`src/rtl/sfw_pkg.sv`:
```
// constants and register map of the serial fifo level and watermark block
package sfw_pkg;
  localparam int DATA_W = 16;
  localparam int DEPTH = 16;
  localparam int PTR_W = 4;
  localparam int CNT_W = 5;
  localparam int WM_W = 4;
  localparam int ADDR_W = 8;
  localparam int ST_W = 4;
  // ---------------------------------------------------------------
  // register byte offsets
  // ---------------------------------------------------------------
  localparam logic [ADDR_W-1:0] OFF_CTRL = 8'h00;
  localparam logic [ADDR_W-1:0] OFF_COUNT = 8'h04;
  localparam logic [ADDR_W-1:0] OFF_STATUS = 8'h08;
  localparam logic [ADDR_W-1:0] OFF_MASK = 8'h0c;
  localparam logic [ADDR_W-1:0] OFF_RXDATA = 8'h10;
  localparam logic [ADDR_W-1:0] OFF_TXDATA = 8'h14;
  // ---------------------------------------------------------------
  // fifo_control_reg fields
  // ---------------------------------------------------------------
  localparam int CTL_RXRST_BIT = 9;
  localparam int CTL_TXRST_BIT = 8;
  localparam int CTL_RXWM_LSB = 4;
  localparam int CTL_TXWM_LSB = 0;
  localparam int CTL_W = 10;
  localparam logic [CTL_W-1:0] CTL_RESET = 10'h000;
  // ---------------------------------------------------------------
  // fifo_level_counts fields
  // ---------------------------------------------------------------
  localparam int CNT_RX_LSB = 8;
  localparam int CNT_TX_LSB = 0;
  localparam logic [CNT_W-1:0] CNT_EMPTY = 5'h00;
  localparam logic [CNT_W-1:0] CNT_FULL = 5'h10;
  localparam logic [CNT_W-1:0] CNT_ONE = 5'h01;
  // ---------------------------------------------------------------
  // serial_status_reg bits; 3:0 sticky, 5:4 live flags
  // ---------------------------------------------------------------
  localparam int ST_RXRDY = 0;
  localparam int ST_TXEMP = 1;
  localparam int ST_OVR = 2;
  localparam int ST_UND = 3;
  localparam int ST_LIVE_RX = 4;
  localparam int ST_LIVE_TX = 5;
endpackage

```
`src/rtl/sfw_top.sv`:
```
// fifo occupancy, watermark flags and wishbone registers of the serial codec port
//
// Decided for this implementation: register access over Wishbone and the register addresses.
`timescale 1ns/10ps
// Contract
// RL1: transmit fifo stays in reset while its soft reset bit is one.
// RL2: receive ready flag is high while receive count reaches the receive watermark.
// RL3: receive watermark code n means level n plus one; reset gives level one.
// RL4: transmit empty flag is high while transmit count is at most its watermark.
// RL5: transmit watermark code n means level n; reset gives level zero.
// RL6: count register shows receive count in bits 12..8; writes ignored.
// RL7: count register shows untransmitted transmit count in bits 4..0.
// RL8: each count reads 0x00 when empty and 0x10 when full.
// RL9: counts are zero after reset and while the fifo soft resets are set.
// RL10: receive count returns to zero when every entry has been read.
// RL11: transmit count returns to zero when every entry has been shifted out.
// RL12: reserved count bits 15..13 and 7..5 read zero.
// RL13: transmit soft reset empties fifo and clears underrun and empty events.
// RL14: receive soft reset empties fifo and clears overrun and ready events.
// RL15: counts follow pushes and pops; flags follow counts every cycle.
module sfw_top (
  input wire logic clock,
  input wire logic rst,
  input wire logic wb_cyc_i,
  input wire logic wb_stb_i,
  input wire logic wb_we_i,
  input wire logic [sfw_pkg::ADDR_W-1:0] wb_adr_i,
  input wire logic [3:0] wb_sel_i,
  input wire logic [31:0] wb_dat_i,
  output logic [31:0] wb_dat_o,
  output logic wb_ack_o,
  input wire logic rx_push,
  input wire logic [sfw_pkg::DATA_W-1:0] rx_push_data,
  input wire logic tx_pop,
  output logic [sfw_pkg::DATA_W-1:0] tx_pop_data,
  output logic rx_ready_flag,
  output logic tx_empty_flag,
  output logic irq
);
  import sfw_pkg::*;

  logic ack_r;
  logic [31:0] dat_r;
  logic [CTL_W-1:0] ctl_r;
  logic [ST_W-1:0] st_r;
  logic [ST_W-1:0] mask_r;
  logic [DATA_W-1:0] rx_mem [DEPTH];
  logic [DATA_W-1:0] tx_mem [DEPTH];
  logic [PTR_W-1:0] rx_wp_r;
  logic [PTR_W-1:0] rx_rp_r;
  logic [PTR_W-1:0] tx_wp_r;
  logic [PTR_W-1:0] tx_rp_r;
  logic [CNT_W-1:0] rx_cnt_r;
  logic [CNT_W-1:0] tx_cnt_r;
  logic [DATA_W-1:0] tx_out_r;
  logic rx_ready_q_r;
  logic tx_empty_q_r;
  logic bus_go;
  logic bus_wr;
  logic bus_rd;
  logic rx_fifo_soft_reset;
  logic tx_fifo_soft_reset;
  logic [WM_W-1:0] rx_watermark_level;
  logic [WM_W-1:0] tx_watermark_level;
  logic [CNT_W-1:0] rx_level;
  logic rx_push_ok;
  logic rx_pop_ok;
  logic tx_push_ok;
  logic tx_pop_ok;
  logic [ST_W-1:0] st_evt;
  logic [ST_W-1:0] st_clr;
  logic [15:0] fifo_level_counts;
  logic [31:0] rd_mux;

  // ---------------------------------------------------------------
  // wishbone slave: one wait state, ack for one cycle
  // ---------------------------------------------------------------
  // side effects fire on the edge that raises ack, so read data and pop agree
  assign bus_go = wb_cyc_i && wb_stb_i && !ack_r;
  assign bus_wr = bus_go && wb_we_i && wb_sel_i[0];
  assign bus_rd = bus_go && !wb_we_i;
  assign wb_ack_o = ack_r;
  assign wb_dat_o = dat_r;

  always_ff @(posedge clock)
  begin
    if (rst)
      ack_r <= 1'b0;
    else
      ack_r <= bus_go;
  end

  always_comb
  begin
    rd_mux = 32'h0000_0000;
    case (wb_adr_i)
      OFF_CTRL: rd_mux = {{(32-CTL_W){1'b0}}, ctl_r};
      OFF_COUNT: rd_mux = {16'h0000, fifo_level_counts};
      OFF_STATUS: rd_mux = {26'h000_0000, tx_empty_flag, rx_ready_flag, st_r};
      OFF_MASK: rd_mux = {28'h000_0000, mask_r};
      OFF_RXDATA: rd_mux = rx_pop_ok ? {16'h0000, rx_mem[rx_rp_r]} : 32'h0000_0000;
      default: rd_mux = 32'h0000_0000;
    endcase
  end

  always_ff @(posedge clock)
  begin
    if (rst)
      dat_r <= 32'h0000_0000;
    else if (bus_rd)
      dat_r <= rd_mux;
  end

  // ---------------------------------------------------------------
  // control and mask registers
  // ---------------------------------------------------------------
  always_ff @(posedge clock)
  begin
    if (rst)
      ctl_r <= CTL_RESET; // RL3 RL5
    else if (bus_wr && wb_adr_i == OFF_CTRL)
    begin
      // the soft reset bits persist until software writes them back to zero
      ctl_r[CTL_TXRST_BIT-1:0] <= wb_dat_i[CTL_TXRST_BIT-1:0];
      if (wb_sel_i[1])
        ctl_r[CTL_W-1:CTL_TXRST_BIT] <= wb_dat_i[CTL_W-1:CTL_TXRST_BIT]; // RL1
    end
  end

  always_ff @(posedge clock)
  begin
    if (rst)
      mask_r <= '0;
    else if (bus_wr && wb_adr_i == OFF_MASK)
      mask_r <= wb_dat_i[ST_W-1:0];
  end

  assign rx_fifo_soft_reset = ctl_r[CTL_RXRST_BIT];
  assign tx_fifo_soft_reset = ctl_r[CTL_TXRST_BIT];
  assign rx_watermark_level = ctl_r[CTL_RXWM_LSB +: WM_W];
  assign tx_watermark_level = ctl_r[CTL_TXWM_LSB +: WM_W];

  // ---------------------------------------------------------------
  // receive fifo: serial engine fills, bus drains
  // ---------------------------------------------------------------
  assign rx_push_ok = rx_push && rx_cnt_r != CNT_FULL && !rx_fifo_soft_reset;
  assign rx_pop_ok = bus_rd && wb_adr_i == OFF_RXDATA && rx_cnt_r != CNT_EMPTY
    && !rx_fifo_soft_reset;

  always_ff @(posedge clock)
  begin
    if (rx_push_ok)
      rx_mem[rx_wp_r] <= rx_push_data;
  end

  always_ff @(posedge clock)
  begin
    if (rst || rx_fifo_soft_reset)
    begin
      rx_wp_r <= '0; // RL9 RL14
      rx_rp_r <= '0;
      rx_cnt_r <= CNT_EMPTY;
    end
    else
    begin
      if (rx_push_ok)
        rx_wp_r <= rx_wp_r + 1'b1;
      if (rx_pop_ok)
        rx_rp_r <= rx_rp_r + 1'b1;
      if (rx_push_ok && !rx_pop_ok)
        rx_cnt_r <= rx_cnt_r + CNT_ONE; // RL15
      else if (rx_pop_ok && !rx_push_ok)
        rx_cnt_r <= rx_cnt_r - CNT_ONE; // RL10
    end
  end

  // ---------------------------------------------------------------
  // transmit fifo: bus fills, serial engine drains
  // ---------------------------------------------------------------
  // a write to a full fifo is dropped; software should watch the count first
  assign tx_push_ok = bus_wr && wb_adr_i == OFF_TXDATA && tx_cnt_r != CNT_FULL
    && !tx_fifo_soft_reset;
  assign tx_pop_ok = tx_pop && tx_cnt_r != CNT_EMPTY && !tx_fifo_soft_reset;

  always_ff @(posedge clock)
  begin
    if (tx_push_ok)
      tx_mem[tx_wp_r] <= wb_dat_i[DATA_W-1:0];
  end

  always_ff @(posedge clock)
  begin
    if (rst || tx_fifo_soft_reset)
    begin
      tx_wp_r <= '0; // RL1 RL9 RL13
      tx_rp_r <= '0;
      tx_cnt_r <= CNT_EMPTY;
    end
    else
    begin
      if (tx_push_ok)
        tx_wp_r <= tx_wp_r + 1'b1;
      if (tx_pop_ok)
        tx_rp_r <= tx_rp_r + 1'b1;
      if (tx_push_ok && !tx_pop_ok)
        tx_cnt_r <= tx_cnt_r + CNT_ONE; // RL15
      else if (tx_pop_ok && !tx_push_ok)
        tx_cnt_r <= tx_cnt_r - CNT_ONE; // RL11
    end
  end

  // an underrun shifts out zero rather than stale data
  always_ff @(posedge clock)
  begin
    if (rst)
      tx_out_r <= '0;
    else if (tx_pop)
      tx_out_r <= tx_pop_ok ? tx_mem[tx_rp_r] : '0;
  end
  assign tx_pop_data = tx_out_r;

  // ---------------------------------------------------------------
  // watermark flags and count register
  // ---------------------------------------------------------------
  assign rx_level = {1'b0, rx_watermark_level} + CNT_ONE; // RL3
  assign rx_ready_flag = rx_cnt_r >= rx_level; // RL2 RL15
  assign tx_empty_flag = tx_cnt_r <= {1'b0, tx_watermark_level}; // RL4 RL5
  // RL6 RL7 RL8 RL12
  assign fifo_level_counts = {3'b000, rx_cnt_r, 3'b000, tx_cnt_r};

  // ---------------------------------------------------------------
  // sticky status, write one to clear, masked interrupt
  // ---------------------------------------------------------------
  always_ff @(posedge clock)
  begin
    if (rst)
    begin
      rx_ready_q_r <= 1'b0;
      tx_empty_q_r <= 1'b0;
    end
    else
    begin
      rx_ready_q_r <= rx_ready_flag;
      tx_empty_q_r <= tx_empty_flag;
    end
  end

  always_comb
  begin
    st_evt = '0;
    st_evt[ST_RXRDY] = rx_ready_flag && !rx_ready_q_r;
    st_evt[ST_TXEMP] = tx_empty_flag && !tx_empty_q_r;
    st_evt[ST_OVR] = rx_push && rx_cnt_r == CNT_FULL && !rx_fifo_soft_reset;
    st_evt[ST_UND] = tx_pop && tx_cnt_r == CNT_EMPTY && !tx_fifo_soft_reset;
    st_clr = (bus_wr && wb_adr_i == OFF_STATUS) ? wb_dat_i[ST_W-1:0] : '0;
    st_clr[ST_RXRDY] = st_clr[ST_RXRDY] || rx_fifo_soft_reset; // RL14
    st_clr[ST_OVR] = st_clr[ST_OVR] || rx_fifo_soft_reset;
    st_clr[ST_TXEMP] = st_clr[ST_TXEMP] || tx_fifo_soft_reset; // RL13
    st_clr[ST_UND] = st_clr[ST_UND] || tx_fifo_soft_reset;
  end

  // a new event beats a clear in the same cycle
  always_ff @(posedge clock)
  begin
    if (rst)
      st_r <= '0;
    else
      st_r <= (st_r & ~st_clr) | st_evt;
  end

  assign irq = |(st_r & mask_r);
endmodule

```
`config.mk`:
```
export PLATFORM = sky130hd
export DESIGN_NAME = sfw_top
export DESIGN_NICKNAME = d
export VERILOG_FILES = /design/src/rtl/sfw_pkg.sv /design/src/rtl/sfw_top.sv
export SDC_FILE = /design/constraint.sdc
export NUM_CORES = 1
export LEC_CHECK = 0
export BUFFER_PORTS_ARGS = -buffer_cell sky130_fd_sc_hd__buf_2
export CAP_MARGIN = 20
export CORE_ASPECT_RATIO = 1.75
export CORE_MARGIN = 2
export CORE_UTILIZATION = 35
export CTS_BUF_LIST = sky130_fd_sc_hd__clkbuf_8
export DETAILED_ROUTE_END_ITERATION = 12
export HOLD_SLACK_MARGIN = 0.15
export PLACE_DENSITY_LB_ADDON = 0.15
export SYNTH_ARGS = -nofsm -noshare
export SYNTH_HDL_FRONTEND = slang
export SYNTH_SLANG_ARGS = --single-unit
```
`constraint.sdc`:
```
create_clock -name clock -period 4.2 [get_ports clock]
set_input_delay 0.21 -clock clock [delete_from_list [all_inputs] [get_ports clock]]
set_output_delay 0.21 -clock clock [all_outputs]
set_load 0.01 [all_outputs]
```
==> impl_metrics.py <==
metrics = {
    "run_status": {
        "status": "finished, final reports clean",
    },
    "layout": {
        "area_growth_pct": 16.31,
        "fin_area_sq_um": 27850,
        "area.sequential_sq_um": 17130,
        "nFillCells": 6187,
        "nNetsFinal": 1706,
        "layout_common_cells": "edfxtp_1 (512), mux2i_1 (134), clkbuf_8 (101)",
        "multi_input_area_sq_um": 6411,
        "drive_gt1_share_pct": 23.78,
        "final_common_cell": "edfxtp_1",
    },
    "critical_path": {
        "critical_path_class": "input port to flip-flop",
        "critPathLaunchType": "input port",
        "end_kind": "flip-flop",
        "arrival_ns": 4.40,
        "worstPathRequired_ns": 4.83,
        "worstPathMaxFanout": 4,
    },
    "place": {
        "place.gp.congestion": 0.7576,
        "io_buffers": 84,
        "post-dp-hpwl_um": 41010,
        "place_area_sq_um": 25570,
        "pre_cts_ws_ns": 0.7997,
    },
    "synth": {
        "syn_area_sq_um": 23940,
        "synthArstFlopShare_pct": 0,
        "syn_area_per_cell_sq_um": 17.12,
        "yosys.area.top_type": "edfxtp_1",
        "ys_seq_area_share_pct": 71.48,
        "synth_largest_type_area_fraction_pct": 64.21,
        "ys_types": 75,
        "synthTopCellsByArea": "edfxtp_1 (64%), mux4_2 (7.8%), dfxtp_1 (7.3%)",
        "ys_warn_count": 0,
        "netlist_instances": 1399,
        "synth_edf_count": 512,
        "synth_flop_cell": "edfxtp_1",
        "ys_ff_latch": 599,
    },
    "cts": {
        "clk_pin_slew_ns": 0.06,
        "cts_buffers": 92,
        "cts_htree_levels": 3,
        "clock_latency_ns": 0.70,
        "root_buffer": "clkbuf_8",
        "tritoncts": "done",
        "cts_buffer_depth": 3,
        "clock-sinks": 599,
        "post_cts.repair.setup_buffers": 0,
    },
    "routing": {
        "drt_iter0_drc": 651,
        "wl_per_cell_um": 24.07,
        "dr_total_vias": 13090,
        "via_per_inst": 5.072,
        "dr.pass1.iters": 4,
        "antenna_left": 0,
        "drc": 0,
        "drt-total-wl_um": 62100,
    },
    "sta": {
        "finalSetupViolations": 0,
        "maxSlewHeadroom_pct": 35.68,
        "fin_crit_ns": 3.774,
        "fin_setup_tns_ns": 0,
        "tightest_slew_ns": 0.9637,
        "fin_skew_ns": 0.03152,
        "drv_slew": 0,
        "hold_viol": 0,
        "max_clock_freq_mhz": 265.0,
        "layout_setup_ws_ns": 0.4259,
        "timing.final.crit_share_pct": 89.86,
        "rsz0062_at_grt": "false",
    },
    "floorplanning": {
        "die-area_sq_um": 70600,
        "core_sq_um": 67630,
        "rows": 126,
        "die_w_um": 201.7,
        "ios": 119,
        "die_h_um": 350.0,
        "start_util_pct": 35.40,
    },
    "global_route": {
        "grt_pass1_wl_um": 91970,
        "grt_use_total_pct": 17.87,
        "grt_pass1_vias": 14130,
        "grt_max_degree": 38,
        "antenna_found_initial": 3,
        "overflow": 0,
    },
    "pwr": {
        "power_frac_seq_pct": 51.7,
        "leakage_nw": 9.308,
        "clock_power_share_pct": 34.6,
        "pwr_density_cell_nw_per_um2": 472.8,
        "fin_total_pwr_w": 0.01317,
        "swShare_pct": 26.47,
        "p_sw_w": 0.003485,
        "ir_drop_v": 0.0002975,
        "power.internal_w": 0.009682,
        "combPwrFrac_pct": 13.7,
    },
    "min_path": {
        "min_path_type": "input port to flip-flop",
    },
    "flow_run": {
        "maxCapViolCount": 0,
    },
}
## stage by stage
step	cells	hold slack [ns]	util, %
3_3_place_gp	2354	0.4481	37.80
5_1_grt	2580	0.2600	41.18
6_report	2580	0.2452	41.18
3_5_place_dp	2354	0.4530	37.80
2_1_floorplan	1414	0.3089	-
4_1_cts	2577	0.1602	41.16
## what timing repair did
action	in CTS	in global routing
hold endpoints to repair	585	0
hold buffers	56	0
gates resized for setup	0	0
## flip-flops by register name, summed over array words and instances, names as in the netlist, 4 cells and up, named ones only
name         flops
rx_mem         256
tx_cnt_r         5
st_r             4
rx_wp_r          4
tx_mem         256
rx_rp_r          4
tx_rp_r          4
tx_wp_r          4
wb_dat_o        16
rx_cnt_r         5
tx_pop_data     16
ctl_r           10
mask_r           4
## cell usage after synthesis (23+ instances only)
| cell type | number |
|---|---|
| nand2_1 | 64 |
| o21ai_0 | 26 |
| buf_4 | 24 |
| a21oi_1 | 54 |
| buf_2 | 35 |
| clkbuf_1 | 27 |
| o221ai_1 | 34 |
| inv_1 | 23 |
| dfxtp_1 | 87 |
| edfxtp_1 | 512 |
| mux4_2 | 83 |
| mux2i_1 | 134 |
| ha_1 | 28 |
| nor2_1 | 75 |
## routing by layer
layer,wire length [um],track usage [%]
met1,22680,18.90
met2,35400,35.09
met3,2392,2.896
met4,1604,6.693
met5,13,0
## kinds of logic after synthesis
group / after synthesis / share of synthesized area, %
and+or+nand+nor: 226 / 4.698
other: 1 / 0.01566
AOI/OAI and AO/OA: 194 / 5.665
DFF: 599 / 71.48
adders and majority gates: 30 / 1.630
muxes: 218 / 13.46
buffers and inverters: 113 / 2.393
xor gates and xnor gates: 18 / 0.6584
## final cells by class
class / instances / area share [%]
multi-input cells: 702 / 23.02
well taps: 896 / 4.026
inverters: 23 / 0.3100
clock buffers: 101 / 4.991
repair buffers: 191 / 4.978
diodes: 2 / 0.01797
clock inverters: 66 / 1.159
flip-flops and latches: 599 / 61.50
## final timing paths
kind | end | slack [ns] | startpoint | cells after the start
setup / recovery | rx_cnt_r[4]$_SDFFE_PP0P_ | 0.43 | wb_adr_i[5] | 14
setup reg to reg | rx_cnt_r[4]$_SDFFE_PP0P_ | 0.85 | wb_ack_o$_SDFF_PP0_ | 11
hold reg to reg | tx_pop_data[8]$_SDFFE_PP0P_ | 0.46 | tx_pop_data[8]$_SDFFE_PP0P_ | 2
hold / removal | tx_wp_r[3]$_SDFFE_PP0P_ | 0.25 | wb_sel_i[0] | 5
## worst max-delay path: stages
cell and delay, ns:
dlygate4sd3_1 0.54, buf_2 0.12, nor2_1 0.30, dlygate4sd3_1 0.69, nand3_4 0.09, or4_2 0.72, ha_1 0.27, inv_1 0.12
ha_1 0.27, nor2b_1 0.17, o21a_1 0.17, or3_1 0.30, a21oi_1 0.21, mux2i_1 0.20
## power groups by stage
stage | clock [W] | combinational, W | sequential [W]
2_1_floorplan | 0 | 0.00128 | 0.00684
3_3_place_gp | 0 | 0.00178 | 0.00693
3_5_place_dp | 0 | 0.00180 | 0.00694
4_1_cts | 0.00471 | 0.00185 | 0.00682
5_1_grt | 0.00494 | 0.00198 | 0.00683
6_report | 0.00456 | 0.00180 | 0.00681
(Power assumes the default switching activity.)
